--- config.mk ---
export PLATFORM = sky130hd
export DESIGN_NAME = e1_lineunit_ctrl_status_regs
export DESIGN_NICKNAME = d
export VERILOG_FILES = /design/src/core/e1_lineunit_pkg.sv /design/src/core/e1_lineunit_ctrl_status_regs.sv /design/src/core/event_flags.sv /design/src/core/pin_sync.sv
export SDC_FILE = /design/constraint.sdc
export NUM_CORES = 1
export LEC_CHECK = 0
export BUFFER_PORTS_ARGS = -buffer_cell sky130_fd_sc_hd__buf_2
export CAP_MARGIN = 10
export CELL_PAD_IN_SITES_DETAIL_PLACEMENT = 1
export CELL_PAD_IN_SITES_GLOBAL_PLACEMENT = 1
export CORE_AREA = 2 2 146 148
export CTS_CLUSTER_SIZE = 16
export DETAILED_ROUTE_END_ITERATION = 7
export DIE_AREA = 0 0 148 150
export PLACE_DENSITY_LB_ADDON = 0.12
export SLEW_MARGIN = 20
export SYNTH_ARGS = -nofsm -noshare
export SYNTH_HDL_FRONTEND = slang
export SYNTH_SLANG_ARGS = --single-unit
export TNS_END_PERCENT = 100
--- constraint.sdc ---
create_clock -name ref_clk -period 2.1 [get_ports ref_clk]
set_input_delay 0.42 -clock ref_clk [delete_from_list [all_inputs] [get_ports ref_clk]]
set_output_delay 0.42 -clock ref_clk [all_outputs]
set_load 0.05 [all_outputs]
--- src/core/e1_lineunit_pkg.sv ---
// Purpose: Shared constants for the E1 line unit control and status registers
// Assumes: 20 MHz reference clock, 8-bit host port, four channels
// Notes: Offsets are the host port addresses of the primary bank

package e1_lineunit_pkg;

    // ****************************************************************
    // Geometry
    // ****************************************************************
    localparam int CHANNELS = 4;
    localparam int ADDR_W = 8;
    localparam int DATA_W = 8;

    // ****************************************************************
    // Register offsets
    // ****************************************************************
    localparam logic [7:0] ADDR_LOS_STATE = 8'h04;
    localparam logic [7:0] ADDR_DF_STATE = 8'h05;
    localparam logic [7:0] ADDR_LOS_MASK = 8'h06;
    localparam logic [7:0] ADDR_DF_MASK = 8'h07;
    localparam logic [7:0] ADDR_LOS_FLAGS = 8'h08;
    localparam logic [7:0] ADDR_DF_FLAGS = 8'h09;
    localparam logic [7:0] ADDR_SOFT_RESET = 8'h0a;
    localparam logic [7:0] ADDR_MONITOR = 8'h0b;
    localparam logic [7:0] ADDR_LOOPBACK = 8'h0c;
    localparam logic [7:0] ADDR_CRITERIA = 8'h0d;
    localparam logic [7:0] ADDR_AUTO_ONES = 8'h0e;
    localparam logic [7:0] ADDR_GLOBAL = 8'h0f;
    localparam logic [7:0] ADDR_OUT_DISABLE = 8'h12;
    localparam logic [7:0] ADDR_ALARM_STATE = 8'h13;
    localparam logic [7:0] ADDR_ALARM_MASK = 8'h14;
    localparam logic [7:0] ADDR_ALARM_FLAGS = 8'h15;

    // ****************************************************************
    // Reset values
    // ****************************************************************
    localparam logic [7:0] SOFT_RESET_VALUE = 8'hff;
    localparam logic [3:0] NIBBLE_DEFAULT = 4'h0;
    localparam logic [6:0] GLOBAL_DEFAULT = 7'h00;
    localparam logic [7:0] UNMAPPED_VALUE = 8'h00;

    // ****************************************************************
    // Global configuration fields
    // ****************************************************************
    localparam int GCF_ALARM_INSERT = 6;
    localparam int GCF_SHORT_DISABLE = 5;
    localparam int GCF_LINE_CODE = 4;
    localparam int GCF_JITTER_DEPTH = 3;
    localparam int GCF_JITTER_BW = 2;
    localparam int GCF_PATH_HI = 1;
    localparam int GCF_PATH_LO = 0;
    localparam logic [1:0] JA_PATH_TX = 2'b01;
    localparam logic [1:0] JA_PATH_RX = 2'b11;

    // ****************************************************************
    // Monitor code fields
    // ****************************************************************
    localparam int MON_DIR_BIT = 3;
    localparam int MON_POINTS = 3;

    // ****************************************************************
    // Timing
    // ****************************************************************
    localparam int CLK_PERIOD_NS = 50;
    localparam int SOFT_RESET_NS = 1000;
    localparam int SOFT_RESET_CYCLES = (SOFT_RESET_NS + CLK_PERIOD_NS - 1) / CLK_PERIOD_NS;
    localparam int SRST_CNT_W = $clog2(SOFT_RESET_CYCLES + 1);

endpackage

--- src/core/e1_lineunit_ctrl_status_regs.sv ---
// Purpose: Primary control and status registers of a four-channel E1 line unit
// Assumes: Host port pins and line status arrive asynchronously to ref_clk
// Notes: Host strobes pass two flops; address and data are held during strobes
`timescale 1ns/1ns
`default_nettype none

module e1_lineunit_ctrl_status_regs (
    // Clock and reset
    input wire logic ref_clk,
    input wire logic rst_n,
    // Host port
    input wire logic host_cs_n,
    input wire logic host_rd_n,
    input wire logic host_wr_n,
    input wire logic [7:0] host_addr,
    input wire logic [7:0] host_data_in,
    output logic [7:0] host_data_out,
    output logic host_data_oe_n,
    // Line status
    input wire logic [3:0] signal_loss_state,
    input wire logic [3:0] driver_fault_state,
    input wire logic [3:0] alarm_state,
    // Per-channel controls
    output logic [3:0] digital_loopback,
    output logic [3:0] criteria_etsi,
    output logic [3:0] tx_all_ones,
    output logic [3:0] alarm_insert,
    output logic [3:0] driver_hiz,
    // Monitor selection
    output logic [3:0] monitor_code,
    output logic [2:0] monitor_rx_sel,
    output logic [2:0] monitor_tx_sel,
    // Global controls
    output logic short_protect_enable,
    output logic line_code_ami,
    output logic jitter_buffer_64,
    output logic jitter_bw_high,
    output logic jitter_in_tx,
    output logic jitter_in_rx,
    // Status
    output logic soft_reset_active,
    output logic irq
);

    // ****************************************************************
    // State
    // ****************************************************************
    typedef struct packed {
        logic [3:0] los_mask;
        logic [3:0] df_mask;
        logic [3:0] mon_code;
        logic [3:0] digital_loopback_ctrl;
        logic [3:0] loss_criteria_select;
        logic [3:0] auto_all_ones_ctrl;
        logic [3:0] oe;
        logic [3:0] ais_mask;
        logic [6:0] global_config;
        logic [e1_lineunit_pkg::SRST_CNT_W-1:0] srst_cnt;
        logic wr_q;
        logic rd_q;
        logic [7:0] rd_addr;
        logic [7:0] rdata;
    } ctrl_t;

    ctrl_t r_reg;
    ctrl_t r_next;

    // ****************************************************************
    // Helpers
    // ****************************************************************
    function automatic logic [7:0] nib(input logic [3:0] v);
        nib = {4'h0, v};
    endfunction

    function automatic logic [2:0] point_sel(input logic [3:0] code, input logic tx);
        logic [2:0] sel;
        sel = 3'h0;
        if (code[e1_lineunit_pkg::MON_DIR_BIT] == tx && code[2] == 1'b0 && code[1:0] != 2'b00)
        begin
            sel[code[1:0] - 2'b01] = 1'b1;
        end
        point_sel = sel;
    endfunction

    // ****************************************************************
    // Synchronisers
    // ****************************************************************
    logic cs_n_s;
    logic rd_n_s;
    logic wr_n_s;
    logic [7:0] addr_s;
    logic [7:0] wdata_s;
    logic [3:0] los_s;
    logic [3:0] df_s;
    logic [3:0] ais_s;

    pin_sync #(.W(19), .RST_VAL(19'h70000)) u_host_sync (
        .ref_clk(ref_clk),
        .rst_n(rst_n),
        .d({host_cs_n, host_rd_n, host_wr_n, host_addr, host_data_in}),
        .q({cs_n_s, rd_n_s, wr_n_s, addr_s, wdata_s})
    );

    pin_sync #(.W(12), .RST_VAL(12'h000)) u_line_sync (
        .ref_clk(ref_clk),
        .rst_n(rst_n),
        .d({signal_loss_state, driver_fault_state, alarm_state}),
        .q({los_s, df_s, ais_s})
    );

    // ****************************************************************
    // Host access decode
    // ****************************************************************
    logic wr_act;
    logic rd_act;
    logic wr_pulse;
    logic rd_start;
    logic rd_end;
    logic srst_busy;
    logic los_clr;
    logic df_clr;
    logic ais_clr;
    logic [3:0] los_flags;
    logic [3:0] df_flags;
    logic [3:0] ais_flags;

    assign wr_act = !cs_n_s && !wr_n_s;
    assign rd_act = !cs_n_s && !rd_n_s;
    assign wr_pulse = wr_act && !r_reg.wr_q;
    assign rd_start = rd_act && !r_reg.rd_q;
    assign rd_end = !rd_act && r_reg.rd_q;
    assign srst_busy = r_reg.srst_cnt != '0;

    assign los_clr = srst_busy || (rd_end && r_reg.rd_addr == e1_lineunit_pkg::ADDR_LOS_STATE);
    assign df_clr = srst_busy || (rd_end && r_reg.rd_addr == e1_lineunit_pkg::ADDR_DF_STATE);
    assign ais_clr = srst_busy || (rd_end && r_reg.rd_addr == e1_lineunit_pkg::ADDR_ALARM_STATE);

    // ****************************************************************
    // Event flags
    // ****************************************************************
    event_flags #(.N(e1_lineunit_pkg::CHANNELS)) u_los_flags (
        .ref_clk(ref_clk),
        .rst_n(rst_n),
        .state(los_s),
        .mask(r_reg.los_mask),
        .clr(los_clr),
        .flags(los_flags)
    );

    event_flags #(.N(e1_lineunit_pkg::CHANNELS)) u_df_flags (
        .ref_clk(ref_clk),
        .rst_n(rst_n),
        .state(df_s),
        .mask(r_reg.df_mask),
        .clr(df_clr),
        .flags(df_flags)
    );

    event_flags #(.N(e1_lineunit_pkg::CHANNELS)) u_ais_flags (
        .ref_clk(ref_clk),
        .rst_n(rst_n),
        .state(ais_s),
        .mask(r_reg.ais_mask),
        .clr(ais_clr),
        .flags(ais_flags)
    );

    // ****************************************************************
    // Register next state
    // ****************************************************************
    always_comb
    begin
        logic [7:0] rd_val;
        rd_val = e1_lineunit_pkg::UNMAPPED_VALUE;
        r_next = r_reg;
        r_next.wr_q = wr_act;
        r_next.rd_q = rd_act;
        unique case (addr_s)
            e1_lineunit_pkg::ADDR_LOS_STATE: rd_val = nib(los_s);
            e1_lineunit_pkg::ADDR_DF_STATE: rd_val = nib(df_s);
            e1_lineunit_pkg::ADDR_LOS_MASK: rd_val = nib(r_reg.los_mask);
            e1_lineunit_pkg::ADDR_DF_MASK: rd_val = nib(r_reg.df_mask);
            e1_lineunit_pkg::ADDR_LOS_FLAGS: rd_val = nib(los_flags);
            e1_lineunit_pkg::ADDR_DF_FLAGS: rd_val = nib(df_flags);
            e1_lineunit_pkg::ADDR_SOFT_RESET: rd_val = e1_lineunit_pkg::SOFT_RESET_VALUE;
            e1_lineunit_pkg::ADDR_MONITOR: rd_val = nib(r_reg.mon_code);
            e1_lineunit_pkg::ADDR_LOOPBACK: rd_val = nib(r_reg.digital_loopback_ctrl);
            e1_lineunit_pkg::ADDR_CRITERIA: rd_val = nib(r_reg.loss_criteria_select);
            e1_lineunit_pkg::ADDR_AUTO_ONES: rd_val = nib(r_reg.auto_all_ones_ctrl);
            e1_lineunit_pkg::ADDR_GLOBAL: rd_val = {1'b0, r_reg.global_config};
            e1_lineunit_pkg::ADDR_OUT_DISABLE: rd_val = nib(r_reg.oe);
            e1_lineunit_pkg::ADDR_ALARM_STATE: rd_val = nib(ais_s);
            e1_lineunit_pkg::ADDR_ALARM_MASK: rd_val = nib(r_reg.ais_mask);
            e1_lineunit_pkg::ADDR_ALARM_FLAGS: rd_val = nib(ais_flags);
            default: rd_val = e1_lineunit_pkg::UNMAPPED_VALUE;
        endcase
        if (rd_start)
        begin
            r_next.rdata = rd_val;
            r_next.rd_addr = addr_s;
        end
        if (srst_busy)
        begin
            r_next.srst_cnt = r_reg.srst_cnt - e1_lineunit_pkg::SRST_CNT_W'(1);
            r_next.los_mask = e1_lineunit_pkg::NIBBLE_DEFAULT;
            r_next.df_mask = e1_lineunit_pkg::NIBBLE_DEFAULT;
            r_next.mon_code = e1_lineunit_pkg::NIBBLE_DEFAULT;
            r_next.digital_loopback_ctrl = e1_lineunit_pkg::NIBBLE_DEFAULT;
            r_next.loss_criteria_select = e1_lineunit_pkg::NIBBLE_DEFAULT;
            r_next.auto_all_ones_ctrl = e1_lineunit_pkg::NIBBLE_DEFAULT;
            r_next.oe = e1_lineunit_pkg::NIBBLE_DEFAULT;
            r_next.ais_mask = e1_lineunit_pkg::NIBBLE_DEFAULT;
            r_next.global_config = e1_lineunit_pkg::GLOBAL_DEFAULT;
        end
        else if (wr_pulse)
        begin
            unique case (addr_s)
                e1_lineunit_pkg::ADDR_LOS_MASK: r_next.los_mask = wdata_s[3:0];
                e1_lineunit_pkg::ADDR_DF_MASK: r_next.df_mask = wdata_s[3:0];
                e1_lineunit_pkg::ADDR_SOFT_RESET:
                    r_next.srst_cnt =
                        e1_lineunit_pkg::SRST_CNT_W'(e1_lineunit_pkg::SOFT_RESET_CYCLES);
                e1_lineunit_pkg::ADDR_MONITOR: r_next.mon_code = wdata_s[3:0];
                e1_lineunit_pkg::ADDR_LOOPBACK: r_next.digital_loopback_ctrl = wdata_s[3:0];
                e1_lineunit_pkg::ADDR_CRITERIA: r_next.loss_criteria_select = wdata_s[3:0];
                e1_lineunit_pkg::ADDR_AUTO_ONES: r_next.auto_all_ones_ctrl = wdata_s[3:0];
                e1_lineunit_pkg::ADDR_GLOBAL: r_next.global_config = wdata_s[6:0];
                e1_lineunit_pkg::ADDR_OUT_DISABLE: r_next.oe = wdata_s[3:0];
                e1_lineunit_pkg::ADDR_ALARM_MASK: r_next.ais_mask = wdata_s[3:0];
                default: r_next.srst_cnt = r_reg.srst_cnt;
            endcase
        end
    end

    always_ff @(posedge ref_clk or negedge rst_n)
    begin
        if (!rst_n)
        begin
            r_reg <= '0;
        end
        else
        begin
            r_reg <= r_next;
        end
    end

    // ****************************************************************
    // Outputs
    // ****************************************************************
    assign host_data_out = r_reg.rdata;
    assign host_data_oe_n = !r_reg.rd_q;
    assign soft_reset_active = srst_busy;

    assign digital_loopback = r_reg.digital_loopback_ctrl;
    assign criteria_etsi = r_reg.loss_criteria_select;
    assign tx_all_ones = r_reg.auto_all_ones_ctrl & los_s;
    assign alarm_insert = {4{r_reg.global_config[e1_lineunit_pkg::GCF_ALARM_INSERT]}} & los_s;
    assign driver_hiz = r_reg.oe;

    assign monitor_code = r_reg.mon_code;
    assign monitor_rx_sel = point_sel(r_reg.mon_code, 1'b0);
    assign monitor_tx_sel = point_sel(r_reg.mon_code, 1'b1);

    assign short_protect_enable = !r_reg.global_config[e1_lineunit_pkg::GCF_SHORT_DISABLE];
    assign line_code_ami = r_reg.global_config[e1_lineunit_pkg::GCF_LINE_CODE];
    assign jitter_buffer_64 = r_reg.global_config[e1_lineunit_pkg::GCF_JITTER_DEPTH];
    assign jitter_bw_high = r_reg.global_config[e1_lineunit_pkg::GCF_JITTER_BW];
    assign jitter_in_tx = r_reg.global_config[e1_lineunit_pkg::GCF_PATH_HI:e1_lineunit_pkg::GCF_PATH_LO]
        == e1_lineunit_pkg::JA_PATH_TX;
    assign jitter_in_rx = r_reg.global_config[e1_lineunit_pkg::GCF_PATH_HI:e1_lineunit_pkg::GCF_PATH_LO]
        == e1_lineunit_pkg::JA_PATH_RX;

    assign irq = |{los_flags, df_flags, ais_flags};

    // ****************************************************************
    // Checks
    // ****************************************************************
    property p_srst_start;
        @(posedge ref_clk) disable iff (!rst_n)
        (wr_pulse && !srst_busy && addr_s == e1_lineunit_pkg::ADDR_SOFT_RESET)
            |=> (r_reg.srst_cnt
                == e1_lineunit_pkg::SRST_CNT_W'(e1_lineunit_pkg::SOFT_RESET_CYCLES));
    endproperty
    a_srst_start: assert property (p_srst_start)
        else $error("reset cycle did not start with full count");

    property p_srst_end;
        @(posedge ref_clk) disable iff (!rst_n)
        (r_reg.srst_cnt == e1_lineunit_pkg::SRST_CNT_W'(1)) |=> (!soft_reset_active
            && r_reg.global_config == e1_lineunit_pkg::GLOBAL_DEFAULT
            && r_reg.digital_loopback_ctrl == e1_lineunit_pkg::NIBBLE_DEFAULT
            && r_reg.oe == e1_lineunit_pkg::NIBBLE_DEFAULT && irq == 1'b0);
    endproperty
    a_srst_end: assert property (p_srst_end)
        else $error("registers not at default after reset cycle");

    property p_rs_reads_ff;
        @(posedge ref_clk) disable iff (!rst_n)
        (rd_start && addr_s == e1_lineunit_pkg::ADDR_SOFT_RESET)
            |=> (host_data_out == e1_lineunit_pkg::SOFT_RESET_VALUE);
    endproperty
    a_rs_reads_ff: assert property (p_rs_reads_ff)
        else $error("reset register content changed");

    property p_oe_write;
        @(posedge ref_clk) disable iff (!rst_n)
        (wr_pulse && !srst_busy && addr_s == e1_lineunit_pkg::ADDR_OUT_DISABLE)
            |=> (driver_hiz == $past(wdata_s[3:0]));
    endproperty
    a_oe_write: assert property (p_oe_write)
        else $error("output disable write not applied");

    property p_mon_reserved;
        @(posedge ref_clk) disable iff (!rst_n)
        (monitor_code[2] || monitor_code[1:0] == 2'b00)
            |-> (monitor_rx_sel == 3'h0 && monitor_tx_sel == 3'h0);
    endproperty
    a_mon_reserved: assert property (p_mon_reserved)
        else $error("reserved or idle monitor code selected a point");

    property p_all_ones;
        @(posedge ref_clk) disable iff (!rst_n)
        $rose(los_s[0]) && r_reg.auto_all_ones_ctrl[0] |-> tx_all_ones[0]
            ##1 (tx_all_ones[0] || !los_s[0] || !r_reg.auto_all_ones_ctrl[0]);
    endproperty
    a_all_ones: assert property (p_all_ones)
        else $error("all ones not sent during loss of signal");

    property p_irq;
        @(posedge ref_clk) disable iff (!rst_n)
        (|ais_flags) |-> irq;
    endproperty
    a_irq: assert property (p_irq)
        else $error("interrupt low while alarm flag set");

    property p_ais_read_clear;
        @(posedge ref_clk) disable iff (!rst_n)
        (rd_end && r_reg.rd_addr == e1_lineunit_pkg::ADDR_ALARM_STATE
            && ((ais_s ^ $past(ais_s)) & r_reg.ais_mask) == 4'h0) |=> (ais_flags == 4'h0);
    endproperty
    a_ais_read_clear: assert property (p_ais_read_clear)
        else $error("alarm flags not cleared after alarm read");

endmodule

`default_nettype wire

--- src/core/event_flags.sv ---
// Purpose: Sticky per-channel change flags with mask and clear
// Assumes: State input already synchronised
// Notes: A new event in the clearing cycle is kept
`timescale 1ns/1ns
`default_nettype none

module event_flags #(
    parameter int N = 4
) (
    // Clock and reset
    input wire logic ref_clk,
    input wire logic rst_n,
    // Event source
    input wire logic [N-1:0] state,
    input wire logic [N-1:0] mask,
    input wire logic clr,
    // Flags
    output logic [N-1:0] flags
);

    typedef struct packed {
        logic [N-1:0] prev;
        logic [N-1:0] flags;
    } evt_t;

    evt_t r_reg;
    evt_t r_next;
    logic [N-1:0] hit;

    generate
        if (N < 1)
        begin : g_chk
            $error("event_flags needs at least one channel");
        end
    endgenerate

    assign hit = (state ^ r_reg.prev) & mask;

    always_comb
    begin
        r_next = r_reg;
        r_next.prev = state;
        r_next.flags = (clr ? '0 : r_reg.flags) | hit;
    end

    always_ff @(posedge ref_clk or negedge rst_n)
    begin
        if (!rst_n)
        begin
            r_reg <= '0;
        end
        else
        begin
            r_reg <= r_next;
        end
    end

    assign flags = r_reg.flags;

    property p_set_on_change;
        @(posedge ref_clk) disable iff (!rst_n)
        (|hit) |=> ((flags & $past(hit)) == $past(hit));
    endproperty
    a_set_on_change: assert property (p_set_on_change)
        else $error("masked change did not set its flag");

    property p_clear;
        @(posedge ref_clk) disable iff (!rst_n)
        (clr && !(|hit)) |=> (flags == '0);
    endproperty
    a_clear: assert property (p_clear)
        else $error("flags not cleared after clear");

    property p_masked_hold;
        @(posedge ref_clk) disable iff (!rst_n)
        (!clr && ((state ^ r_reg.prev) & ~mask) != '0 && !(|hit)) |=> $stable(flags);
    endproperty
    a_masked_hold: assert property (p_masked_hold)
        else $error("masked-off change altered flags");

endmodule

`default_nettype wire

--- src/core/pin_sync.sv ---
// Purpose: Two-stage synchroniser for pins entering the reference clock domain
// Assumes: Inputs are quasi-static relative to the strobes that qualify them
// Notes: First stage feeds only the second stage
`timescale 1ns/1ns
`default_nettype none

module pin_sync #(
    parameter int W = 1,
    parameter logic [W-1:0] RST_VAL = '0
) (
    // Clock and reset
    input wire logic ref_clk,
    input wire logic rst_n,
    // Data
    input wire logic [W-1:0] d,
    output logic [W-1:0] q
);

    typedef struct packed {
        logic [W-1:0] meta;
        logic [W-1:0] stable;
    } sync_t;

    sync_t r_reg;
    sync_t r_next;

    generate
        if (W < 1)
        begin : g_chk
            $error("pin_sync width must be at least one");
        end
    endgenerate

    always_comb
    begin
        r_next.meta = d;
        r_next.stable = r_reg.meta;
    end

    always_ff @(posedge ref_clk or negedge rst_n)
    begin
        if (!rst_n)
        begin
            r_reg <= {RST_VAL, RST_VAL};
        end
        else
        begin
            r_reg <= r_next;
        end
    end

    assign q = r_reg.stable;

endmodule

`default_nettype wire

# Yosys cells after proc, flatten, opt, wreduce, memory -nomap -nowiden
# Index checks and enable logic that the tools add are counted.
[word_totals]
register_bits = 148
output_inout_bits = 47
elab_cells = 129
inputBits = 33
[classes]
n_bitwise = 13
muxes = 20
reduce_logical = 47
n_lt_le_gt_ge = 2
addsub = 2
n_eq_ne = 21
[op_table]
columns = ["op", "n"]
rows = [
  ["8-bit case mux with 16 select lines", 1],
  ["44-bit two-way mux", 2],
  ["8-bit by 4-bit == test with 1-bit output, second input constant", 8],
  ["8-bit by 3-bit == test with 1-bit output, second input constant", 6],
  ["4-bit two-way mux", 11],
  ["8-bit by 5-bit == test with 1-bit output, second input constant", 5],
  ["2-bit nonzero test", 12],
  ["4-bit bitwise AND", 5],
  ["2-bit AND reduction", 10],
  ["1-bit logical AND", 13],
  ["4-bit bitwise OR", 3],
  ["12-bit OR reduction", 1],
  ["4-bit XOR", 3],
  ["1-bit logical NOT", 7],
  ["7-bit two-way mux", 1],
  ["3-bit two-way mux", 2],
  ["5-bit two-way mux", 1],
  ["5-bit nonzero test", 1],
  ["5-bit by 1-bit subtractor with 5-bit output, second input constant", 1],
  ["1-bit logical OR", 3],
  ["2-bit by 3-bit < comparator with 1-bit output, second input constant", 1],
  ["1-bit demux with 2-bit select", 1],
  ["2-bit by 1-bit == test with 1-bit output, second input constant", 1],
  ["2-bit == test, second input constant", 1],
  ["other kinds (4)", 5],
]

# Longest topological paths before layout
[depth]
ltp_word = 8
mapped_depth = 8
ltp_nobuf = 8

# Cells and area by module
# Synthesis repeated with hierarchy kept, for this count alone.
[hier_totals]
hier_cells = 554
area_unflattened_um2 = 6288.5
[modules_own_cells]
columns = ["module", "n_inst", "area_per_inst_um2", "seq_area_each_um2", "cells_each"]
rows = [
  ["e1_lineunit_ctrl_status_regs", 1, 3817.4, 1551.5, 429],
  ["pin_sync (u_host_sync)", 1, 958.4, 958.4, 38],
  ["event_flags", 3, 304.0, 200.2, 21],
  ["pin_sync (u_line_sync)", 1, 600.6, 600.6, 24],
]

# Worst setup path after synthesis
# No wires, ideal clock.
[synth_path]
path_kind = "reg2out"
start = "register r_reg[18] in the netlist's numbering"
end = "output port soft_reset_active"
setup_slack_ps = -103
path_buffers = 2
required_time_ps = 1680
arrival_ps = 1783
path_stages_with_launch = 8
path_cell_list = "dfrtp_1 -> inv_1 -> ha_1 -> nand2_1 -> nor2_1 -> inv_1 -> clkbuf_1 -> clkbuf_1"
[synth_between]
elab_chain_cells = 1
[synth_lines]
columns = ["element", "line", "source"]
rows = [
  ["start: declaration", "e1_lineunit_ctrl_status_regs.sv:65", "ctrl_t r_reg;"],
  ["start signal: assignment", "e1_lineunit_ctrl_status_regs.sv:243", "r_reg <= r_next;"],
  ["5-bit nonzero test", "e1_lineunit_ctrl_status_regs.sv:132", "assign srst_busy = r_reg.srst_cnt != '0;"],
  ["end: declaration", "e1_lineunit_ctrl_status_regs.sv:41", "output logic soft_reset_active,"],
]
# Every way passes these cells.

# Worst setup path after layout
[layout_path]
start = "register r_reg[19] in the netlist's numbering"
end = "output port soft_reset_active"
# Same word-level chain as after synthesis.

==> impl_metrics.py <==
metrics = {
    "pwr": {
        "p_switching_mw": 1.868,
        "switching_share_pct": 27.36,
        "p_clk_share_pct": 44.6,
        "leakage_nw": 3.382,
        "vdd_ir_drop_max_uv": 528.2,
        "seqPwrFrac_pct": 44.9,
        "p_int_mw": 4.958,
        "totalPowerFinal_mw": 6.826,
        "pwr-share-comb_pct": 10.4,
        "power_density_nw_per_um2": 914.0,
    },
    "synth": {
        "ys.flop_type": "dfrtp_1",
        "yosys.area.top_type_share_pct": 57.85,
        "post_synth.cell_area_avg_um2": 11.58,
        "synth-seq-area-share_pct": 60.45,
        "netlist_area_um2": 6056,
        "async_reset_ff_share_pct": 100.0,
        "synth_warnings": 0,
        "synth_edf_count": 0,
        "ys_top_cells_by_area": "dfrtp_1, nand2_1, mux2i_1",
        "syn_inst": 523,
        "syn-num-nets": 557,
        "synth_top_area_cell": "dfrtp_1",
        "synth.lib_cells_used.distinct": 62,
        "ys_ff_latch": 146,
    },
    "critical_path": {
        "crit_chain": "inv_2 > ha_4 > nand2_2 > nor2_4 > inv_2 > buf_12 > buf_8",
        "crit_top_cell": "inv_2",
        "rr_startpoint": "u_host_sync.q[13]$_DFF_PN0_",
        "reg2reg_slack_ns": 0.15,
        "cp-startpoint": "r_reg[19]$_DFFE_PN0P_",
        "crit_slowest_cell": "dfrtp_1",
        "critPathKind": "flip-flop to output port",
        "reg2reg_depth": 7,
        "r2r_end": "digital_loopback[0]$_DFFE_PN0P_",
        "crit_family": "buffers and inverters",
        "max_stage_delay_ns": 0.41,
        "cp-end-kind": "output port",
        "cp_max_fo": 19,
        "arrival_ns": 1.60,
        "required_ns": 1.68,
        "crit_buf_inv": 4,
        "cp.depth": 7,
        "critPathLaunchType": "flip-flop",
    },
    "detailed_routing": {
        "wl_um": 17190,
        "drc_errors": 0,
        "firstDrtPassIters": 5,
        "antenna_left": 0,
        "vias": 4283,
        "dr.first_iter.drc_count": 170,
        "wl_per_cell_um": 19.14,
        "vias_per_cell": 4.769,
    },
    "timing": {
        "drv_slew": 0,
        "tns_ns": 0,
        "setup_violations": 0,
        "fin_crit_sh_pct": 96.21,
        "fin_crit_ns": 2.020,
        "fin_skew_ns": 0.01050,
        "postLayoutSetupSlackWorst_ns": 0.07953,
        "finalHoldViolations": 0,
        "max_freq_mhz": 494.9,
        "tightest_slew_ns": 0.7085,
        "slew_headroom_pct": 52.77,
        "holdWs_ns": 0.08609,
    },
    "floorplan": {
        "io_pins": 80,
        "fp.dieH_um": 150,
        "core.rowCount": 53,
        "core_region_area_um2": 20690,
        "die_area_um2": 22200,
        "die_w_um": 148,
        "initial_core_util_pct": 29.27,
    },
    "global_routing": {
        "globalRoute.totalOverflow": 0,
        "grt_usage_pct": 16.40,
        "grt_pass1_vias": 4615,
        "grt_max_degree": 46,
        "antenna_found_initial": 0,
        "grt_pass1_wl_um": 27410,
    },
    "clock_tree": {
        "path_clk_slew_ns": 0.07,
        "clock_latency_ns": 0.42,
        "clock_sinks": 146,
        "clk_path_buf_depth": 2,
        "cts_tree": "yes",
        "cts_buffers": 17,
        "cts.htree.levels": 4,
        "root_buffer": "clkbuf_16",
    },
    "layout": {
        "largest_reg_flops": 35,
        "multiInputGateArea_um2": 2074,
        "drive_gt1_share_pct": 28.89,
        "mostFrequentLayoutCells": "dfrtp_1, buf_2, nand2_1",
        "antennaDiodeCount": 0,
        "area_growth_pct": 23.33,
        "layout_commonest_cell": "dfrtp_1",
        "fillers": 2285,
        "regArea_um2": 3662,
        "nets": 644,
    },
    "placed_design": {
        "port_buffers": 78,
        "place_hpwl_um": 12510,
        "place.gp.congestion": 0.8589,
        "pre_cts_ws_ns": -0.02070,
    },
    "run_status": {
        "status": "completed",
    },
    "worst_hold_path": {
        "worstHoldEndpoint": "u_host_sync.r_next[16]$_DFF_PN1_",
        "min_path_type": "primary input to flip-flop",
        "hp-start": "host_wr_n",
        "worstHoldPathCells": 1,
    },
    "job": {
        "cap_violations": 0,
    },
}
==> synth_stat cells, types with 8 or more instances <==
library cell / number
nand2_1: 67
clkbuf_1: 9
xor2_1: 12
and2_1: 10
dfrtp_1: 140
a22o_1: 20
a21oi_1: 28
nor3_1: 8
o21ai_0: 14
buf_4: 26
buf_2: 12
mux2i_1: 25
nor2_1: 34
nand3_1: 19
==> metrics by stage <==
step                      cells  util (%)  cell area (um2)
after detailed placement    861     32.84             6795
after global placement      861     32.84             6795
after floorplan             523         -             6057
after global routing        898     36.10             7468
final                       898     36.10             7468
after CTS                   895     35.92             7432
==> routing by layer <==
metal	vias up	global-route usage, %	routed length (um)	part of all wire [%]
met5	-	0	0	0
met1	2207	22.22	8272	48
met4	0	4.190	205	1.2
met3	14	3.750	576	3.4
met2	78	26.67	8131	47
li1	1984	-	-	-
==> kinds of logic (layout without fill, tap and decap cells) <==
group / Yosys count / count (layout) / share of synthesized area (%)
buf+inv: 58 / 158 / 5.744
simple gates: 184 / 184 / 16.26
mux: 29 / 29 / 5.062
fa+ha+maj: 1 / 1 / 0.2066
xor+xnor: 13 / 13 / 1.880
compound gates: 92 / 92 / 10.39
flops: 146 / 146 / 60.45
==> worst max-delay path by stage <==
stage | to
floorplan | monitor_rx_sel[1]
global placement | u_los_flags.flags[0]$_DFF_PN0_
detailed placement | u_df_flags.flags[2]$_DFF_PN0_
CTS | soft_reset_active
global route | criteria_etsi[2]$_DFFE_PN0P_
finish | soft_reset_active
==> power groups by stage <==
stage | Combinational (mW) | Clock (mW) | Sequential [mW]
2_1_floorplan | 0.382 | 0 | 3.07
3_3_place_gp | 0.635 | 0 | 3.11
3_5_place_dp | 0.662 | 0 | 3.12
4_1_cts | 0.722 | 3.14 | 3.07
5_1_grt | 0.790 | 3.27 | 3.09
6_report | 0.713 | 3.05 | 3.07
==> area by class of cell <==
| type | instances | area share (%) |
|---|---|---|
| Clock buffer | 19 | 6.065 |
| Clock inverter | 13 | 1.843 |
| Inverter | 7 | 0.3518 |
| Multi-Input combinational cell | 319 | 27.78 |
| Sequential cell | 146 | 49.04 |
| Tap cell | 275 | 4.607 |
| Timing Repair Buffer | 119 | 10.32 |
==> timing repair <==
action | 4_1_cts | 5_1_grt
gates resized for setup | 8 | 6
buffers inserted | 1 | 3
endpoints found under the hold margin | 28 | 0
pin swaps | 2 | 3
gates cloned | 0 | 0
hold buffers | 1 | 0
endpoints found under the setup margin | 16 | 11
Note: power is estimated with default switching activity, not from simulation.
